## src/core/hpm_pkg.sv

```systemverilog
// constants shared by the period and mode register slice
// assumes a 100 MHz core clock and byte-wide register access
package hpm_pkg;

  // ****************************************************************
  // register offsets
  // ****************************************************************
  localparam logic [7:0] HPM_OFS_PERIOD_HIGH = 8'h05;
  localparam logic [7:0] HPM_OFS_PERIOD_LOW  = 8'h06;
  localparam logic [7:0] HPM_OFS_PIN_MODE    = 8'h07;

  // ****************************************************************
  // field positions of the configuration register, reset values of configuration and period
  // ****************************************************************
  localparam int         HPM_BIT_SHARED_ADDR = 7;
  localparam int         HPM_BIT_AVG_OFF     = 6;
  localparam int         HPM_POS_COMP        = 4;
  localparam int         HPM_POS_PIN_FUNC    = 2;
  localparam int         HPM_POS_OP_MODE     = 0;
  localparam logic [7:0] HPM_CFG_RESET       = 8'h44;
  localparam logic [9:0] HPM_PERIOD_RESET    = 10'h000;

  // ****************************************************************
  // bus addresses
  // ****************************************************************
  localparam logic [6:0] HPM_SHARED_ADDR     = 7'h58;

  // ****************************************************************
  // timing: one period count is 24.39 us
  // ****************************************************************
  localparam int         HPM_CLK_PERIOD_NS   = 10;
  localparam int         HPM_PERIOD_LSB_NS   = 24390;
  localparam int         HPM_PERIOD_LSB_CYC  = HPM_PERIOD_LSB_NS / HPM_CLK_PERIOD_NS;
  localparam int         HPM_AVG_DEPTH       = 4;

  // ****************************************************************
  // encodings
  // ****************************************************************
  typedef enum logic [1:0] {
    HPM_PIN_PULSE = 2'h0,
    HPM_PIN_LEVEL = 2'h1,
    HPM_PIN_IRQ   = 2'h2,
    HPM_PIN_RSVD  = 2'h3
  } hpm_pin_func_t;

  typedef enum logic [1:0] {
    HPM_MODE_REAL_TIME_PLAYBACK = 2'h0,
    HPM_MODE_SEQUENCER          = 2'h1,
    HPM_MODE_DIAGNOSTICS        = 2'h2,
    HPM_MODE_CALIBRATION        = 2'h3
  } hpm_op_mode_t;

  // supply compensation in percent for each code
  localparam logic [2:0] HPM_COMP_PCT_0 = 3'h0;
  localparam logic [2:0] HPM_COMP_PCT_1 = 3'h2;
  localparam logic [2:0] HPM_COMP_PCT_2 = 3'h4;
  localparam logic [2:0] HPM_COMP_PCT_3 = 3'h5;

endpackage

```

## src/core/hpm_period_avg.sv

```systemverilog
// running mean of the last four resonance period samples
// assumes samples arrive as one-cycle pulses on the core clock
`timescale 1ns/1ns
module hpm_period_avg #(
  parameter int W     = 10,
  parameter int DEPTH = hpm_pkg::HPM_AVG_DEPTH
) (
  input  wire logic         clk_sys_i,
  input  wire logic         srst_i,
  input  wire logic         clear_i,
  input  wire logic         sample_i,
  input  wire logic [W-1:0] period_i,
  input  wire logic         avg_off_i,
  output logic      [W-1:0] period_o
);

  localparam int SW = W + $clog2(DEPTH);

  logic [W-1:0]  hist_q [DEPTH];
  logic [SW-1:0] sum;

  // ****************************************************************
  // shift register of past samples, preloaded with zeros
  // ****************************************************************
  always_ff @(posedge clk_sys_i) begin
    if (srst_i || clear_i) begin
      for (int i = 0; i < DEPTH; i++) begin
        hist_q[i] <= '0;
      end
    end else if (sample_i) begin
      hist_q[0] <= period_i;
      for (int i = 1; i < DEPTH; i++) begin
        hist_q[i] <= hist_q[i-1];
      end
    end
  end

  // sum of the stored samples plus the new one replacing the oldest
  always_comb begin
    sum = SW'(period_i);
    for (int i = 0; i < DEPTH - 1; i++) begin
      sum = sum + SW'(hist_q[i]);
    end
  end

  // ****************************************************************
  // reported value: latest or mean
  // ****************************************************************
  always_ff @(posedge clk_sys_i) begin
    if (srst_i) begin
      period_o <= W'(hpm_pkg::HPM_PERIOD_RESET);
    end else if (sample_i) begin
      period_o <= avg_off_i ? period_i : W'(sum / SW'(DEPTH));
    end
  end

endmodule // hpm_period_avg

```

## src/core/hpm_regs.sv

```systemverilog
// resonance period report and pin/mode configuration registers
// assumes the bus front end gives byte reads and writes on the core clock
// and that playback state, zero crossings and busy come from the core
//
// Notes on behaviour
// - the 10-bit period is updated during playback, high bits at resonance_period_high, low byte at resonance_period_low.
// - reading the high byte freezes both bytes until the low byte is read.
// - if playback ends while frozen, the freeze is released for the next playback.
// - one period count stands for 24.39 us, braking accuracy not required.
// - with the shared address bit set, address 0x58 is also acknowledged.
// - with averaging on, the mean of the last four periods is reported.
// - the compensation field gives 0, 2, 4 or 5 percent drive correction.
// - the pin field picks pulse trigger, level trigger, interrupt output or reserved.
// - in pulse mode the start bit starts or cancels, in level mode it does nothing.
// - in interrupt mode the start bit alone starts and cancels processes.
// - writing a different pin code while busy aborts to standby.
// - the mode field picks playback, sequencer, diagnostics or calibration.
// - changing the mode while busy stops the process at once into standby.
`timescale 1ns/1ns
module hpm_regs #(
  parameter logic [6:0] OWN_ADDR = 7'h2A  // arbitrary own bus address
) (
  input  wire logic       clk_sys_i,
  input  wire logic       srst_i,
  // register access
  input  wire logic [7:0] reg_addr_i,
  input  wire logic       reg_wr_i,
  input  wire logic       reg_rd_i,
  input  wire logic [7:0] reg_wdata_i,
  output logic      [7:0] reg_rdata_o,
  // bus address match
  input  wire logic       bus_addr_vld_i,
  input  wire logic [6:0] bus_addr_i,
  output logic            addr_ack_o,
  // core status
  input  wire logic       playing_i,
  input  wire logic       busy_i,
  input  wire logic       zero_cross_i,
  input  wire logic       go_i,
  input  wire logic       irq_i,
  // shared pin
  input  wire logic       trigger_or_irq_pin_i,
  output logic            trigger_or_irq_pin_o,
  output logic            trigger_or_irq_pin_oe_o,
  // core controls
  output logic            start_o,
  output logic            cancel_o,
  output logic            standby_o,
  output logic      [1:0] op_mode_o,
  output logic      [2:0] drive_comp_pct_o
);

  logic [7:0]  cfg_q;
  logic [11:0] lsb_cnt_q;
  logic [9:0]  unit_cnt_q;
  logic        sample_q;
  logic [9:0]  sample_val_q;
  logic [9:0]  live_period;
  logic [9:0]  hold_q;
  logic        freeze_q;
  logic        playing_q;
  logic [2:0]  pin_sync_q;
  logic        rd_high;
  logic        rd_low;
  logic        wr_cfg;
  logic [1:0]  pin_func;
  logic        play_end;
  logic [9:0]  shown;

  assign pin_func = cfg_q[hpm_pkg::HPM_POS_PIN_FUNC +: 2];
  assign rd_high  = reg_rd_i && (reg_addr_i == hpm_pkg::HPM_OFS_PERIOD_HIGH);
  assign rd_low   = reg_rd_i && (reg_addr_i == hpm_pkg::HPM_OFS_PERIOD_LOW);
  assign wr_cfg   = reg_wr_i && (reg_addr_i == hpm_pkg::HPM_OFS_PIN_MODE);
  assign play_end = playing_q && !playing_i;
  assign shown    = freeze_q ? hold_q : live_period;

  // percent correction for a compensation code
  function automatic logic [2:0] comp_pct(input logic [1:0] code);
    case (code)
      2'h0:    comp_pct = hpm_pkg::HPM_COMP_PCT_0;
      2'h1:    comp_pct = hpm_pkg::HPM_COMP_PCT_1;
      2'h2:    comp_pct = hpm_pkg::HPM_COMP_PCT_2;
      default: comp_pct = hpm_pkg::HPM_COMP_PCT_3;
    endcase
  endfunction

  // ****************************************************************
  // configuration register
  // ****************************************************************
  always_ff @(posedge clk_sys_i) begin
    if (srst_i) begin
      cfg_q <= hpm_pkg::HPM_CFG_RESET;
    end else if (wr_cfg) begin
      cfg_q <= reg_wdata_i;
    end
  end

  // abort to standby on a pin or mode change while busy
  always_ff @(posedge clk_sys_i) begin
    if (srst_i) begin
      standby_o <= 1'b0;
    end else begin
      standby_o <= wr_cfg && busy_i &&
                   ((reg_wdata_i[hpm_pkg::HPM_POS_PIN_FUNC +: 2] != pin_func) ||
                    (reg_wdata_i[hpm_pkg::HPM_POS_OP_MODE +: 2] !=
                     cfg_q[hpm_pkg::HPM_POS_OP_MODE +: 2]));
    end
  end

  // mode and compensation out to the core
  always_ff @(posedge clk_sys_i) begin
    if (srst_i) begin
      op_mode_o        <= hpm_pkg::HPM_CFG_RESET[hpm_pkg::HPM_POS_OP_MODE +: 2];
      drive_comp_pct_o <= hpm_pkg::HPM_COMP_PCT_0;
    end else begin
      op_mode_o        <= cfg_q[hpm_pkg::HPM_POS_OP_MODE +: 2];
      drive_comp_pct_o <= comp_pct(cfg_q[hpm_pkg::HPM_POS_COMP +: 2]);
    end
  end

  // ****************************************************************
  // bus address match, own or shared
  // ****************************************************************
  always_ff @(posedge clk_sys_i) begin
    if (srst_i) begin
      addr_ack_o <= 1'b0;
    end else begin
      addr_ack_o <= bus_addr_vld_i &&
                    ((bus_addr_i == OWN_ADDR) ||
                     (cfg_q[hpm_pkg::HPM_BIT_SHARED_ADDR] &&
                      (bus_addr_i == hpm_pkg::HPM_SHARED_ADDR)));
    end
  end

  // ****************************************************************
  // period measurement in units of 24.39 us
  // ****************************************************************
  always_ff @(posedge clk_sys_i) begin
    if (srst_i || !playing_i || zero_cross_i) begin
      lsb_cnt_q  <= '0;
      unit_cnt_q <= '0;
    end else if (lsb_cnt_q == 12'(hpm_pkg::HPM_PERIOD_LSB_CYC - 1)) begin
      lsb_cnt_q  <= '0;
      if (unit_cnt_q != 10'h3FF) begin
        unit_cnt_q <= unit_cnt_q + 10'h001;
      end
    end else begin
      lsb_cnt_q <= lsb_cnt_q + 12'h001;
    end
  end

  // one sample per crossing while playing
  always_ff @(posedge clk_sys_i) begin
    if (srst_i) begin
      sample_q     <= 1'b0;
      sample_val_q <= '0;
      playing_q    <= 1'b0;
    end else begin
      sample_q     <= playing_i && zero_cross_i;
      sample_val_q <= unit_cnt_q;
      playing_q    <= playing_i;
    end
  end

  hpm_period_avg #(
    .W     (10),
    .DEPTH (hpm_pkg::HPM_AVG_DEPTH)
  ) u_avg (
    .clk_sys_i (clk_sys_i),
    .srst_i    (srst_i),
    .clear_i   (playing_i && !playing_q),
    .sample_i  (sample_q),
    .period_i  (sample_val_q),
    .avg_off_i (cfg_q[hpm_pkg::HPM_BIT_AVG_OFF]),
    .period_o  (live_period)
  );

  // ****************************************************************
  // read-order freeze of the period bytes
  // ****************************************************************
  always_ff @(posedge clk_sys_i) begin
    if (srst_i) begin
      freeze_q <= 1'b0;
      hold_q   <= hpm_pkg::HPM_PERIOD_RESET;
    end else if (rd_high) begin
      freeze_q <= 1'b1;
      hold_q   <= shown;
    end else if (freeze_q && (rd_low || play_end)) begin
      freeze_q <= 1'b0;
    end
  end

  // read data, unmapped reads as zero
  always_ff @(posedge clk_sys_i) begin
    if (srst_i) begin
      reg_rdata_o <= 8'h00;
    end else if (reg_rd_i) begin
      case (reg_addr_i)
        hpm_pkg::HPM_OFS_PERIOD_HIGH: reg_rdata_o <= {6'h00, shown[9:8]};
        hpm_pkg::HPM_OFS_PERIOD_LOW:  reg_rdata_o <= shown[7:0];
        hpm_pkg::HPM_OFS_PIN_MODE:    reg_rdata_o <= cfg_q;
        default:                      reg_rdata_o <= 8'h00;
      endcase
    end
  end

  // ****************************************************************
  // shared pin: trigger input or open-drain interrupt
  // ****************************************************************
  always_ff @(posedge clk_sys_i) begin
    if (srst_i) begin
      pin_sync_q <= '0;
    end else begin
      pin_sync_q <= {pin_sync_q[1:0], trigger_or_irq_pin_i};
    end
  end

  // start and cancel requests
  always_ff @(posedge clk_sys_i) begin
    if (srst_i) begin
      start_o  <= 1'b0;
      cancel_o <= 1'b0;
    end else begin
      start_o  <= 1'b0;
      cancel_o <= 1'b0;
      case (pin_func)
        hpm_pkg::HPM_PIN_PULSE: begin
          if (go_i) begin
            start_o  <= !busy_i;
            cancel_o <= busy_i;
          end else if (pin_sync_q[1] && !pin_sync_q[2]) begin
            start_o  <= !busy_i;
          end
        end
        hpm_pkg::HPM_PIN_LEVEL: begin
          start_o  <= pin_sync_q[1] && !pin_sync_q[2];
          cancel_o <= !pin_sync_q[1] && pin_sync_q[2];
        end
        hpm_pkg::HPM_PIN_IRQ: begin
          start_o  <= go_i && !busy_i;
          cancel_o <= go_i && busy_i;
        end
        default: begin
          start_o  <= 1'b0;
          cancel_o <= 1'b0;
        end
      endcase
    end
  end

  // pin driver, pulled low only for an interrupt
  always_ff @(posedge clk_sys_i) begin
    if (srst_i) begin
      trigger_or_irq_pin_o    <= 1'b0;
      trigger_or_irq_pin_oe_o <= 1'b0;
    end else begin
      trigger_or_irq_pin_o    <= 1'b0;
      trigger_or_irq_pin_oe_o <= (pin_func == hpm_pkg::HPM_PIN_IRQ) && irq_i;
    end
  end

  // ****************************************************************
  // checks
  // ****************************************************************
  a_freeze_set: assert property (@(posedge clk_sys_i) disable iff (srst_i)
    rd_high |=> freeze_q && (hold_q == $past(shown)))
    else $error("period not frozen after high read");

  a_freeze_hold: assert property (@(posedge clk_sys_i) disable iff (srst_i)
    freeze_q && !rd_low && !play_end && !rd_high |=> freeze_q && $stable(hold_q))
    else $error("frozen period changed");

  a_play_end_free: assert property (@(posedge clk_sys_i) disable iff (srst_i)
    freeze_q && play_end && !rd_high |=> !freeze_q)
    else $error("freeze kept after playback end");

  a_low_live_read: assert property (@(posedge clk_sys_i) disable iff (srst_i)
    rd_low && !freeze_q |=> !freeze_q && (reg_rdata_o == $past(live_period[7:0])))
    else $error("low read without freeze not live");

  a_high_resv_zero: assert property (@(posedge clk_sys_i) disable iff (srst_i)
    rd_high |=> reg_rdata_o[7:2] == 6'h00)
    else $error("reserved period bits not zero");

  a_shared_ack: assert property (@(posedge clk_sys_i) disable iff (srst_i)
    bus_addr_vld_i && (bus_addr_i == hpm_pkg::HPM_SHARED_ADDR) && (OWN_ADDR != bus_addr_i)
    |=> addr_ack_o == $past(cfg_q[hpm_pkg::HPM_BIT_SHARED_ADDR]))
    else $error("shared address answer wrong");

  a_level_go_off: assert property (@(posedge clk_sys_i) disable iff (srst_i)
    go_i && (pin_func == hpm_pkg::HPM_PIN_LEVEL) && $stable(pin_sync_q[2:1]) && $stable(pin_sync_q[1])
    && (pin_sync_q[1] == pin_sync_q[2]) |=> !start_o && !cancel_o)
    else $error("start bit acted in level mode");

  a_irq_go_only: assert property (@(posedge clk_sys_i) disable iff (srst_i)
    (pin_func == hpm_pkg::HPM_PIN_IRQ) && !go_i |=> !start_o && !cancel_o)
    else $error("process started without start bit");

  a_mode_abort: assert property (@(posedge clk_sys_i) disable iff (srst_i)
    wr_cfg && busy_i && (reg_wdata_i[1:0] != cfg_q[1:0]) |=> standby_o ##1 !standby_o)
    else $error("mode change did not abort once");

  a_comp_map: assert property (@(posedge clk_sys_i) disable iff (srst_i)
    cfg_q[5:4] == 2'h3 ##1 cfg_q[5:4] == 2'h3 |-> drive_comp_pct_o == 3'h5)
    else $error("compensation code 3 not 5 percent");

endmodule // hpm_regs

```

## config.mk

```make
export PLATFORM = sky130hd
export DESIGN_NAME = hpm_regs
export DESIGN_NICKNAME = d
export VERILOG_FILES = /design/src/core/hpm_pkg.sv /design/src/core/hpm_period_avg.sv /design/src/core/hpm_regs.sv
export SDC_FILE = /design/constraint.sdc
export NUM_CORES = 1
export LEC_CHECK = 0
export BUFFER_PORTS_ARGS = -buffer_cell sky130_fd_sc_hd__buf_2
export CAP_MARGIN = 5
export CORE_MARGIN = 8
export CORE_UTILIZATION = 55
export DETAILED_ROUTE_END_ITERATION = 10
export HOLD_SLACK_MARGIN = 0.05
export PLACE_DENSITY = 0.75
export SLEW_MARGIN = 20
export SYNTH_ARGS = -nofsm -noshare
export SYNTH_HDL_FRONTEND = slang
export SYNTH_SLANG_ARGS = --single-unit
```

## constraint.sdc

```tcl
create_clock -name clk_sys_i -period 4.35 [get_ports clk_sys_i]
set_clock_uncertainty 0.15 [all_clocks]
set_input_delay 0.435 -clock clk_sys_i [delete_from_list [all_inputs] [get_ports clk_sys_i]]
set_output_delay 0.435 -clock clk_sys_i [all_outputs]
set_load 0.02 [all_outputs]
```

==> impl_metrics.tcl <==
set metrics [dict create \
    status "finished clean" \
    die_w_um 118 \
    diodes 0 \
    dr.pass1.iters 6 \
    synth-async-reset-ratio 0 \
    ys_seq_elements 114 \
    core-area_sq_mm 0.0102 \
    fill_cells 782 \
    cts.sinks 114 \
    period_minus_slack_ns 4.07 \
    ff_latch_area_sq_mm 0.00258 \
    cp-start-kind "flop" \
    via_per_inst 5.54 \
    synth_area_per_cell_sq_um 9.50 \
    hp-start "reg_wdata_i[1]" \
    finalMaxSlewViolations 0 \
    hold_viol 0 \
    clk_pin_slew_ns 0.06 \
    cts-root-buf "clkbuf_8" \
    cts_tree "done" \
    crit_path_end_kind "flop" \
    leakagePower_uw 0.00285 \
    numCtsBuffers 17 \
    r2r_end "u_avg.period_o[7]" \
    ys_seq_area_frac 0.451 \
    rsz0062_at_grt "false" \
    layout.cells.non_filler 808 \
    grt_pass1_wl_mm 21.7 \
    yosysTopAreaCell "dfxtp_1" \
    h-tree-depth 4 \
    period_share 0.935 \
    die_height_um 118 \
    netlist_instances 603 \
    netlist_area_sq_mm 0.00573 \
    vias 4473 \
    antenna_left 0 \
    grt_max_degree 51 \
    rows 37 \
    initial_core_util 0.560 \
    routed_wl_mm 12.9 \
    min_to "cfg_q[1]" \
    maxCapViolations 0 \
    wire_per_inst_um 15.9 \
    fmax_mhz 246 \
    dieArea_sq_mm 0.0139 \
    ys.flop_type "dfxtp_1" \
    area_growth_pct 17.7 \
    synth_edf_count 30 \
    dp_hpwl_mm 8.81 \
    layout.nets 727 \
    hold_class "in -> reg" \
    gr-total-overflow 0 \
    multi_input_area_sq_mm 0.00282 \
    grt_pass1_vias 4525 \
    hold_depth 3 \
    r2r_cells 14 \
    path_max_fanout 7 \
    startpoint "u_avg.hist_q[0][0]" \
    worst-setup-path-type "reg -> reg" \
    pin_count 53 \
    drt-initial-drc-count 302 \
    drc_errors 0 \
    gp_congestion 0.900 \
    finalSetupViolCount 0 \
    drive_gt1_frac 0.147 \
    post_cts_buffers 0 \
    clockBufferDepth 2 \
    relSlewSlack 0.481 \
    crit_arrival_ns 4.32 \
    reg2reg_from "u_avg.hist_q[0][0]" \
    synth_top_area_frac 0.294 \
    synth_warnings 0 \
    fin_util 0.659 \
    port_buffers 51 \
    final.setup.tns_ns 0 \
    clkLatencyLatePin_ns 0.52 \
    max-vdd-ir-drop_mv 0.273 \
    dp_cells 765 \
    reg2reg_slack_ns 0.28 \
    power.density_mw_per_mm2 399 \
    tightest_slew_ns 0.776 \
    antenna_found_initial 0 \
    synth_nets 671 \
    grt_use_total 0.190 \
    ys_types 55 \
    ys_top_cells_by_area "dfxtp_1 (29%), edfxtp_1 (16%), mux2i_1 (5.1%)" \
    required_ns 4.60 \
]
==> kinds of logic (layout without fill, tap and decap cells) <==
kind of cell,count (synthesis),count (layout),synth area share
AOI/OAI and AO/OA,88,88,0.0950
xor gates and xnor gates,32,32,0.0489
adders and majority gates,34,34,0.0887
buffers and inverters,81,150,0.0572
DFF,114,114,0.451
muxes,29,29,0.0507
other,1,1,0.000655
and+or+nand+nor,224,224,0.208
==> critical path, cell delays in order (launching register included) <==
cell      delay, ns
edfxtp_1       0.39
ha_1           0.23
fa_1           0.43
a211oi_1       0.32
o21bai_1       0.13
a21oi_1        0.18
xor2_1         0.20
fa_1           0.44
inv_1          0.07
ha_1           0.30
or2_2          0.30
a21oi_1        0.17
a311oi_1       0.08
or3_1          0.33
a31o_2         0.24
==> synthesized netlist by cell type, drive strengths merged, types with 3 or more instances <==
| library cell | instances |
|---|---|
| o21bai | 3 |
| nand3 | 14 |
| and2 | 3 |
| nor2 | 71 |
| xor2 | 17 |
| nor4 | 8 |
| inv | 52 |
| nand4 | 6 |
| nor2b | 27 |
| a21oi | 30 |
| mux2i | 29 |
| clkbuf | 19 |
| nor3 | 13 |
| fa | 11 |
| buf | 10 |
| nand2b | 5 |
| dfxtp | 84 |
| o22ai | 3 |
| nor4bb | 3 |
| ha | 23 |
| and3 | 32 |
| a31o | 3 |
| xnor2 | 15 |
| a311oi | 3 |
| o21ai | 20 |
| edfxtp | 30 |
| nand2 | 28 |
| a211oi | 11 |
==> per-stage QoR <==
step                      power, uW  hold slack (ns)  setup slack (ns)  instance area, sq um
final                          2690           0.0713             0.282                  6740
after CTS                      2700           0.0689             0.328                  6740
after global routing           2780           0.0775            0.0275                  6740
after floorplan                1280            0.264             0.607                  5730
after detailed placement       1340            0.289             0.362                  6050
after global placement         1330            0.279             0.449                  6050
==> how the worst max path moves through the flow <==
stage                        end  slack [ns]  cells past startpoint
2_1_floorplan  u_avg.period_o[7]        0.61                     14
3_3_place_gp   u_avg.period_o[7]        0.45                     14
3_5_place_dp   u_avg.period_o[7]        0.36                     14
4_1_cts        u_avg.period_o[7]        0.33                     14
5_1_grt        u_avg.period_o[7]        0.03                     14
6_report       u_avg.period_o[7]        0.28                     14
==> state kept, by name, summed over array words and instances, names as in the netlist, 2 cells and up <==
register / flops
pin_sync_q: 3
u_avg.period_o: 10
lsb_cnt_q: 12
op_mode_o: 2
cfg_q: 8
hold_q: 10
drive_comp_pct_o: 3
sample_val_q: 10
unit_cnt_q: 10
reg_rdata_o: 8
u_avg.hist_q: 30
==> timing repair <==
action	in CTS	in global routing
endpoints found under the hold margin	10	0
hold buffers	11	0
resized for setup	0	0
==> layout make-up <==
type | count | share of cell area
clock buffers | 18 | 0.0651
clock inverters | 14 | 0.0208
inverters | 52 | 0.0290
multi-input cells | 408 | 0.418
flip-flops and latches | 114 | 0.383
well taps | 136 | 0.0252
repair buffers | 66 | 0.0586
==> layout by cell type (no fill, tap or decap), types with 3 or more instances in the layout <==
master / Yosys / final
fa_1: 11 / 11
nand3_1: 13 / 13
mux2i_1: 29 / 29
inv_6: 0 / 7
nor4_1: 8 / 8
buf_4: 1 / 4
o21ai_0: 20 / 20
a211oi_1: 11 / 11
edfxtp_1: 30 / 30
a31o_2: 3 / 3
a311oi_1: 3 / 3
a21oi_1: 30 / 30
nor2_1: 71 / 71
and2_1: 3 / 3
xnor2_1: 15 / 15
ha_1: 23 / 23
nand2b_1: 5 / 5
nand4_1: 6 / 6
xor2_1: 17 / 17
and3_1: 31 / 31
nor4bb_1: 3 / 3
o22ai_1: 3 / 3
nand2_1: 28 / 28
buf_2: 4 / 51
dlygate4sd3_1: 0 / 11
nor3_1: 11 / 11
nor2b_1: 27 / 27
dfxtp_1: 84 / 84
inv_1: 52 / 52
clkbuf_16: 0 / 17
o21bai_1: 3 / 3
==> where the power goes <==
group          switching, uW  total, uW  internal [uW]
Clock                    548       1360            810
Sequential              12.5       1120           1110
Combinational            126        206           80.7
Total                    686       2690           2000
==> layer usage <==
metal	GRT usage	wire length (um)
met5	0	0
met4	0.0833	290
met3	0.0470	607
met2	0.326	6470
met1	0.221	5520
Power figures use the tool's default switching activity.
